**src/pkg/crju_pkg.sv**
```systemverilog
// crju_pkg: constants for the compact register-jump unit
// assumes a 32-bit core with a 32-entry general register file
package crju_pkg;
	localparam int          XLEN          = 32;
	localparam int          REG_AW        = 5;
	// major opcode field, source field and compact-group function field
	localparam int          OPC_HI        = 15;
	localparam int          OPC_LO        = 10;
	localparam int          SRC_HI        = 9;
	localparam int          SRC_LO        = 5;
	localparam int          FN_HI         = 4;
	localparam int          FN_LO         = 0;
	localparam logic [5:0]  OPC_GROUP_C   = 6'h11;   // 010001
	localparam logic [4:0]  FN_JUMP       = 5'h03;   // 00011
	localparam logic [4:0]  FN_JUMP_LINK  = 5'h0B;
	localparam logic [4:0]  FN_JUMP_STACK = 5'h13;
	localparam logic [4:0]  FN_BREAK      = 5'h1B;
	// fixed registers
	localparam logic [4:0]  REG_LINK      = 5'd31;
	localparam logic [4:0]  REG_STACK     = 5'd29;
	// immediate of the stack-adjusting jump sits in the source field
	localparam int          IMM_SHIFT     = 2;
	localparam logic [31:0] INSTR_BYTES   = 32'h0000_0002;
	// reset values
	localparam logic [31:0] RESET_PC      = 32'h0000_0000;
	localparam logic        RESET_MODE    = 1'b1;

	typedef enum logic [2:0] {
		CRJU_OP_NONE,
		CRJU_OP_JUMP,
		CRJU_OP_LINK,
		CRJU_OP_STACK,
		CRJU_OP_BREAK
	} crju_op_e;
endpackage

```
**src/hw/crju_decode.sv**
```systemverilog
// crju_decode: classifies a 16-bit instruction word for the jump unit
// assumes the word is already aligned into the low half by fetch
`timescale 1ns/1ns
module crju_decode
	import crju_pkg::*;
(
	// instruction
	input  wire logic [15:0]         i_instr,
	// classification
	output crju_pkg::crju_op_e       o_op,
	output logic [crju_pkg::REG_AW-1:0] o_src
);
	////////////////////////////////////////////////////////////////////////
	// opcode group then function field select the operation
	always_comb
	begin
		o_src = i_instr[SRC_HI:SRC_LO];
		o_op  = CRJU_OP_NONE;
		if (i_instr[OPC_HI:OPC_LO] == OPC_GROUP_C)
		begin
			case (i_instr[FN_HI:FN_LO])
				FN_JUMP:       o_op = CRJU_OP_JUMP;
				FN_JUMP_LINK:  o_op = CRJU_OP_LINK;
				FN_JUMP_STACK: o_op = CRJU_OP_STACK;
				FN_BREAK:      o_op = CRJU_OP_BREAK;
				default:       o_op = CRJU_OP_NONE;
			endcase
		end
	end
endmodule // crju_decode

```
**src/hw/crju_unit.sv**
```systemverilog
// crju_unit: execution and redirect logic for compact register jumps
// assumes the register file read ports answer combinationally and
// that the pipeline honours o_flush and the write-back strobes
`timescale 1ns/1ns
module crju_unit
	import crju_pkg::*;
#(
	parameter bit COMPACT_ONLY = 1'b0   // strap: core lacks the 32-bit set
)
(
	// clock and reset
	input  wire logic                        i_mclk,
	input  wire logic                        i_rst_n,
	// issue
	input  wire logic                        i_valid,
	input  wire logic [15:0]                 i_instr,
	input  wire logic [crju_pkg::XLEN-1:0]   i_pc,
	// register file read
	output logic [crju_pkg::REG_AW-1:0]      o_rd_addr_a,
	input  wire logic [crju_pkg::XLEN-1:0]   i_rd_data_a,
	output logic [crju_pkg::REG_AW-1:0]      o_rd_addr_b,
	input  wire logic [crju_pkg::XLEN-1:0]   i_rd_data_b,
	// register file write
	output logic                             o_wr_en,
	output logic [crju_pkg::REG_AW-1:0]      o_wr_addr,
	output logic [crju_pkg::XLEN-1:0]        o_wr_data,
	// redirect to fetch
	output logic                             o_redirect,
	output logic [crju_pkg::XLEN-1:0]        o_target,
	output logic                             o_flush,
	output logic                             o_mode,
	// exceptions
	output logic                             o_break_exc,
	output logic                             o_fetch_addr_err
);
	////////////////////////////////////////////////////////////////////////
	// decode
	crju_op_e               op;
	logic [REG_AW-1:0]      src;

	crju_decode u_dec
	(
		.i_instr (i_instr),
		.o_op    (op),
		.o_src   (src)
	);

	////////////////////////////////////////////////////////////////////////
	// operand selection: stack jump reads return reg and stack reg
	logic                   is_jump;
	logic [XLEN-1:0]        tgt_raw;
	logic [XLEN-1:0]        sp_sum;
	logic [XLEN-1:0]        sp_imm;

	assign is_jump     = i_valid && (op == CRJU_OP_JUMP || op == CRJU_OP_LINK
	                                 || op == CRJU_OP_STACK);
	assign o_rd_addr_a = (op == CRJU_OP_STACK) ? REG_LINK : src;
	assign o_rd_addr_b = REG_STACK;
	// target read in the issue cycle, one cycle before the registered link write, so rs=31 sees old value
	assign tgt_raw     = i_rd_data_a;
	assign sp_imm      = XLEN'({src, {IMM_SHIFT{1'b0}}});
	// plain wrap: carry out dropped on purpose, no overflow trap
	assign sp_sum      = i_rd_data_b + sp_imm;

	////////////////////////////////////////////////////////////////////////
	// registered outputs
	logic                   redir_q, redir_d;
	logic [XLEN-1:0]        tgt_q, tgt_d;
	logic                   mode_q, mode_d;
	logic                   aerr_q, aerr_d;
	logic                   brk_q, brk_d;
	logic                   wen_q, wen_d;
	logic [REG_AW-1:0]      waddr_q, waddr_d;
	logic [XLEN-1:0]        wdata_q, wdata_d;

	// next-state for redirect, mode, exceptions and write-back
	always_comb
	begin
		redir_d = 1'b0;
		tgt_d   = tgt_q;
		mode_d  = mode_q;
		aerr_d  = 1'b0;
		brk_d   = 1'b0;
		wen_d   = 1'b0;
		waddr_d = waddr_q;
		wdata_d = wdata_q;
		if (i_valid && op == CRJU_OP_BREAK)
			brk_d = 1'b1;
		else if (is_jump)
		begin
			redir_d = 1'b1;
			tgt_d   = {tgt_raw[XLEN-1:1], 1'b0};
			if (COMPACT_ONLY)
				aerr_d = ~tgt_raw[0];
			else
			begin
				mode_d = tgt_raw[0];
				aerr_d = ~tgt_raw[0] && tgt_raw[1];
			end
			if (op == CRJU_OP_LINK)
			begin
				wen_d   = 1'b1;
				waddr_d = REG_LINK;
				wdata_d = i_pc + INSTR_BYTES;
			end
			else if (op == CRJU_OP_STACK)
			begin
				wen_d   = 1'b1;
				waddr_d = REG_STACK;
				wdata_d = sp_sum;
			end
		end
	end

	// registers only; synchronous reset
	always_ff @(posedge i_mclk)
	begin
		if (!i_rst_n)
		begin
			redir_q <= 1'b0;
			tgt_q   <= RESET_PC;
			mode_q  <= RESET_MODE;
			aerr_q  <= 1'b0;
			brk_q   <= 1'b0;
			wen_q   <= 1'b0;
			waddr_q <= '0;
			wdata_q <= '0;
		end
		else
		begin
			redir_q <= redir_d;
			tgt_q   <= tgt_d;
			mode_q  <= mode_d;
			aerr_q  <= aerr_d;
			brk_q   <= brk_d;
			wen_q   <= wen_d;
			waddr_q <= waddr_d;
			wdata_q <= wdata_d;
		end
	end

	////////////////////////////////////////////////////////////////////////
	// outputs; flush squashes the sequential successor of a jump or break
	assign o_redirect       = redir_q;
	assign o_target         = tgt_q;
	assign o_mode           = COMPACT_ONLY ? 1'b1 : mode_q;
	assign o_flush          = redir_q | brk_q;
	assign o_break_exc      = brk_q;
	// error travels with the redirect, so fetch raises it at the target
	assign o_fetch_addr_err = aerr_q;
	assign o_wr_en          = wen_q;
	assign o_wr_addr        = waddr_q;
	assign o_wr_data        = wdata_q;
endmodule // crju_unit

```
**config.mk**
```make
export PLATFORM = sky130hd
export DESIGN_NAME = crju_unit
export DESIGN_NICKNAME = d
export VERILOG_FILES = /design/src/pkg/crju_pkg.sv /design/src/hw/crju_decode.sv /design/src/hw/crju_unit.sv
export SDC_FILE = /design/constraint.sdc
export NUM_CORES = 1
export LEC_CHECK = 0
export CAP_MARGIN = 10
export CORE_MARGIN = 1
export CORE_UTILIZATION = 60
export DETAILED_ROUTE_END_ITERATION = 8
export DONT_BUFFER_PORTS = 1
export PLACE_DENSITY = 0.82
export SLEW_MARGIN = 20
export SYNTH_ARGS = -nofsm -noshare
export SYNTH_HDL_FRONTEND = slang
export SYNTH_SLANG_ARGS = --single-unit
```
**constraint.sdc**
```tcl
create_clock -name i_mclk -period 3.9 [get_ports i_mclk]
set_clock_uncertainty 0.1 [all_clocks]
set_input_delay 0 -clock i_mclk [delete_from_list [all_inputs] [get_ports i_mclk]]
set_output_delay 0 -clock i_mclk [all_outputs]
set_load 0.03 [all_outputs]
```
# Word level (Yosys, flattened, before mapping)
# Index checks and enable logic that the tools add are counted.
# totals
reg_bits,73
inputBits,115
out_inout_bits,85
elab_cells,45
# classes
addsub,2
n_eq_ne,9
mux,11
n_bitwise,5
n_reduce_logical,10
# ops
cell,n
$mux 32,2
$add 32x2->32 const B,1
$add 32x7->32,1
$mux 5,3
$pmux 3 s4,1
$eq 5x5->1 const B,2
$eq 3x2->1 const B,2
$eq 6x5->1 const B,1
$eq 5x2->1 const B,1
$eq 5x4->1 const B,1
$mux 1,4
$not 1->1,4
$eq 3x1->1 const B,1
$eq 3x3->1 const B,1
$logic_and 1x1->1,3
$mux 3,1
$reduce_and 3->1,1
$reduce_or 3->1,1
$logic_or 1x1->1,2
$reduce_and 2->1,1
$reduce_bool 2->1,1
$reduce_or 2->1,1
$or 1x1->1,1

# Logic depth before layout (Yosys ltp)
# logic_depth
ltp_word,9
ltp_mapped,9
mapped_depth_nobuf,8

# By module
# A second synthesis with hierarchy kept.
# unflattened
hier_cells,551
hier_area_um2,4274.1
# modules_own_cells
module,n_inst,cells_per_inst,area_each_um2,seq_area_each_um2
crju_unit,1,537,4167.7,1401.3
crju_decode,1,14,106.4,0.0

# Worst setup path after synthesis
# OpenSTA, ideal clock, no wires.
# synth_timing
path_type,input -> register
start,input i_instr[5]
end,register wdata_q[28] (netlist: o_wr_data[28])
setup_ps,117
arrival_time_ps,1702
required_ps,3683
slack_ps,1981
cell_stages,9
cell_sequence,ha_1 fa_1 a211oi_1 o21bai_1 buf_2 nand4_1 xor2_1 nand2_1 a32o_1
# synth_via
elab_chain_len,3
# synth_rtl
item,line,text
start: declaration,crju_unit.sv:16,"input wire logic [15:0] i_instr,"
$add 32x7->32,crju_unit.sv:63,assign sp_sum = i_rd_data_b + sp_imm;
$mux 32,crju_unit.sv:106,else if (op == CRJU_OP_STACK)
$mux 32,crju_unit.sv:100,if (op == CRJU_OP_LINK)
end signal: assignment,crju_unit.sv:138,wdata_q <= wdata_d;
end: declaration,crju_unit.sv:74,"logic [XLEN-1:0] wdata_q, wdata_d;"
# No other way between the ends. The select of a mux whose other input is x is not followed.
# A chain may end at the register's enable or synchronous reset.

# Final worst setup path
# layout_timing
start,input i_instr[4]
end,register wdata_q[2] (netlist: o_wr_data[2])
# layout_via
elab_chain_len,8
word_cells_on_any_way,18
# layout_rtl
item,line,text
"$eq 5x5->1, or another cell as far along",crju_decode.sv:21,case (i_instr[FN_HI:FN_LO])
$pmux 3 s4 *,crju_decode.sv:21,
$mux 3 *,crju_decode.sv:19,if (i_instr[OPC_HI:OPC_LO] == OPC_GROUP_C)
$eq 3x1->1 or $eq 3x2->1 (tied branches),"crju_unit.sv:55, crju_unit.sv:100",
$logic_or 1x1->1,crju_unit.sv:55,assign is_jump = i_valid && (op == CRJU_OP_JUMP || op == CRJU_OP_LINK
$logic_or 1x1->1,crju_unit.sv:56,|| op == CRJU_OP_STACK);
$logic_and 1x1->1,crju_unit.sv:55,
$reduce_and 3->1 (no line),-,
# Every way passes the cells marked *; elsewhere a longest branch is shown, timed or not.

==> results.json <==
{
  "synth_ff_type": "dfxtp_1",
  "final_core_util_pct": 82.1,
  "timing.fmax_mhz": 274,
  "wl_per_cell_um": 22.2,
  "avgViaCountPerCell": 6.72,
  "fillers": 386,
  "die_area_um2": 7320,
  "cts_tree": "done",
  "portBuffers": 0,
  "rows": 30,
  "first_iter_violations": 419,
  "grt_overflow_total": 0,
  "cap_violations": 0,
  "cp.arrival_ns": 3.84,
  "crit_type": "in2reg",
  "worstSetupEndpointType": "flip-flop",
  "place.gp.congestion": 0.936,
  "crit_required_ns": 4.09,
  "worstPathMaxFanout": 34,
  "htreeDepth": 3,
  "ys_seq_elements": 70,
  "finalSetupViolations": 0,
  "worst_slew_pin_slew_ns": 1.02,
  "die_w_um": 85.6,
  "cts_buffer_depth": 2,
  "nNetsFinal": 728,
  "clock-root-buffer": "clkbuf_8",
  "placed_cell_area_um2": 4110,
  "grt_pass1_wl_mm": 23.0,
  "start_util_pct": 62.0,
  "peakVddDrop_uv": 190,
  "rsz0062_at_grt": "no",
  "drt-total-wl_mm": 15.4,
  "synth_edf_count": 0,
  "power_density_nw_per_um2": 312,
  "route.detailed.drc": 0,
  "syn_area_per_cell_um2": 8.17,
  "cp_top_family": "buffers and inverters",
  "clock-sinks": 70,
  "crit_slowest_cell": "dlygate4sd3_1",
  "maxSlewHeadroom_pct": 32.0,
  "io_pins": 200,
  "path_clk_slew_ns": 0.09,
  "setup.worst_path.start_class": "input pin",
  "path_buf_inv": 5,
  "postLayoutCellArea_um2": 5550,
  "worstReg2RegStart": "o_wr_data[14]$_SDFFE_PN0P_",
  "die_y_um": 85.6,
  "synth_cell_types": 51,
  "coreArea_um2": 6760,
  "power_leakage_uw": 0.00204,
  "ys_top_cells_by_area": "dfxtp_1 (33%), nand2_1 (8.7%), a21boi_0 (6.8%)",
  "cts_resized": 0,
  "final_cell_mix": "dlygate4sd3_1 (114), nand2_1 (97), dfxtp_1 (69)",
  "combPwrFrac_pct": 12.2,
  "hpwl_mm": 8.41,
  "cts_buffers": 9,
  "grt_pass1_vias": 4624,
  "syn_inst": 513,
  "finalCriticalPeriod_ns": 3.64,
  "track_usage_pct": 40.8,
  "max_stage_delay_ns": 0.60,
  "fin_crit_sh_pct": 93.4,
  "p_seq_share_pct": 41.3,
  "crit_chain": "dlygate4sd3_1 -> nor2b_1 -> dlygate4sd3_1 -> nor2_1 -> or2_1 -> buf_4 -> nor2_1 -> a222oi_1 -> dlygate4sd3_1 -> nor2b_1 -> dlygate4sd3_1",
  "synth_area_um2": 4190,
  "crit_start": "i_instr[4]",
  "p_int_uw": 1310,
  "ys_warn_count": 0,
  "drive_above_1_share_pct": 4.91,
  "grt_max_degree": 71,
  "timing.final.max_slew_violations": 0,
  "switching_power_uw": 415,
  "dp_slack_ns": 1.65,
  "crit_top_cell": "dlygate4sd3_1",
  "clkPwrFrac_pct": 46.4,
  "synthToLayoutAreaGrowth_pct": 32.5,
  "grt_antenna_before_repair": 0,
  "final_common_cell": "dlygate4sd3_1",
  "synth_top_area_share_pct": 33.5,
  "clkLatencyLatePin_ns": 0.35,
  "synth_top_area_cell": "dfxtp_1",
  "p_sw_share_pct": 24.0,
  "drtAntennaViolNets": 0,
  "yosysSeqAreaShare_pct": 33.5,
  "p_total_uw": 1730,
  "vias": 4652,
  "final-hold-violation-count": 0,
  "hold_path.class": "in2reg",
  "async_flop_share_pct": 0,
  "min_from": "i_instr[4]",
  "status": "complete, no violations",
  "tns_ns": 0,
  "setup_ws_ns": 0.257,
  "firstDrtPassIters": 5
}
## sequential cells by signal (all words and copies together), names as in the netlist
name	cells
o_target	31
o_wr_en	1
o_redirect	1
o_fetch_addr_err	1
o_mode	1
o_wr_addr	2
o_wr_data	32
o_break_exc	1
## power by group through the flow
stage / registers [uW] / logic [uW] / clock network (uW)
floorplan: 732 / 112 / 0
global placement: 732 / 110 / 0
detailed placement: 732 / 112 / 0
CTS: 715 / 200 / 795
global route: 715 / 223 / 838
finish: 715 / 212 / 803
## cell type report
class | instances | area (um^2) | share of cell area [%]
clock inverter | 7 | 145 | 2.62
tap | 80 | 100 | 1.80
inverter | 3 | 11.3 | 0.203
antenna | 1 | 2.50 | 0.0451
sequential | 70 | 1400 | 25.3
clock buffer | 9 | 124 | 2.23
timing repair buffer | 117 | 1180 | 21.3
multi-input combinational | 405 | 2580 | 46.5
## worst min-delay path, cell delays in order
cell      delay, ns
a21oi_2        0.03
buf_4          0.22
nand2_1        0.10
a21boi_0       0.07
## repair_timing
action | in CTS | in global routing
hold buffers | 115 | 0
setup endpoints to repair | 0 | 0
hold endpoints to repair | 70 | 0
buffers inserted | 0 | 0
## cell usage after synthesis (4+ instances only)
cell type	count
a21boi_0	38
a21oi_1	13
a222oi_1	5
a22oi_1	7
a32o_1	8
and2_1	6
and3_1	15
buf_2	10
buf_4	11
clkbuf_1	15
dfxtp_1	70
ha_1	6
nand2_1	97
nand2b_1	5
nand3_1	38
nand4_1	20
nor2_1	15
nor2b_1	10
nor3_1	8
o211ai_1	6
o21ai_0	5
o221ai_1	4
o31ai_1	4
xnor2_1	28
xor2_1	27
## final timing paths
path | endpoint | slack (ns) | depth (start not counted)
min | o_target[19]$_SDFFE_PN0P_ | 0.03 | 4
max | o_wr_data[2]$_SDFFE_PN0P_ | 0.26 | 11
max reg2reg | o_wr_data[14]$_SDFFE_PN0P_ | 1.64 | 5
min reg2reg | o_wr_data[4]$_SDFFE_PN0P_ | 0.52 | 2
## routing by layer
| metal | share of wire [%] | wire (um) | up-vias | GRT usage, % |
|---|---|---|---|---|
| li1 | - | - | 1997 | - |
| met1 | 34 | 5230 | 2140 | 41.8 |
| met2 | 48 | 7380 | 407 | 71.5 |
| met3 | 13 | 1940 | 108 | 14.8 |
| met4 | 5.4 | 835 | 0 | 23.8 |
| met5 | 0 | 0 | - | 0 |
## cell families after synthesis
group	count (synthesis)	share of synthesized area (%)
flops	70	33.5
mux	3	0.717
buf+inv	42	5.41
compound gates	104	18.6
other cells	2	0.179
simple gates	230	27.8
xor+xnor	55	11.5
fa+ha+maj	7	2.27
## metrics by stage
| step | hold WS, ns | std cells |
|---|---|---|
| 5_1_grt | 0.0300 | 691 |
| 6_report | 0.0256 | 692 |
| 2_1_floorplan | 0.0243 | 517 |
| 3_5_place_dp | -0.0189 | 560 |
| 4_1_cts | 0.00873 | 691 |
| 3_3_place_gp | -0.0216 | 560 |
No activity file was read; power rests on OpenSTA's default activity.
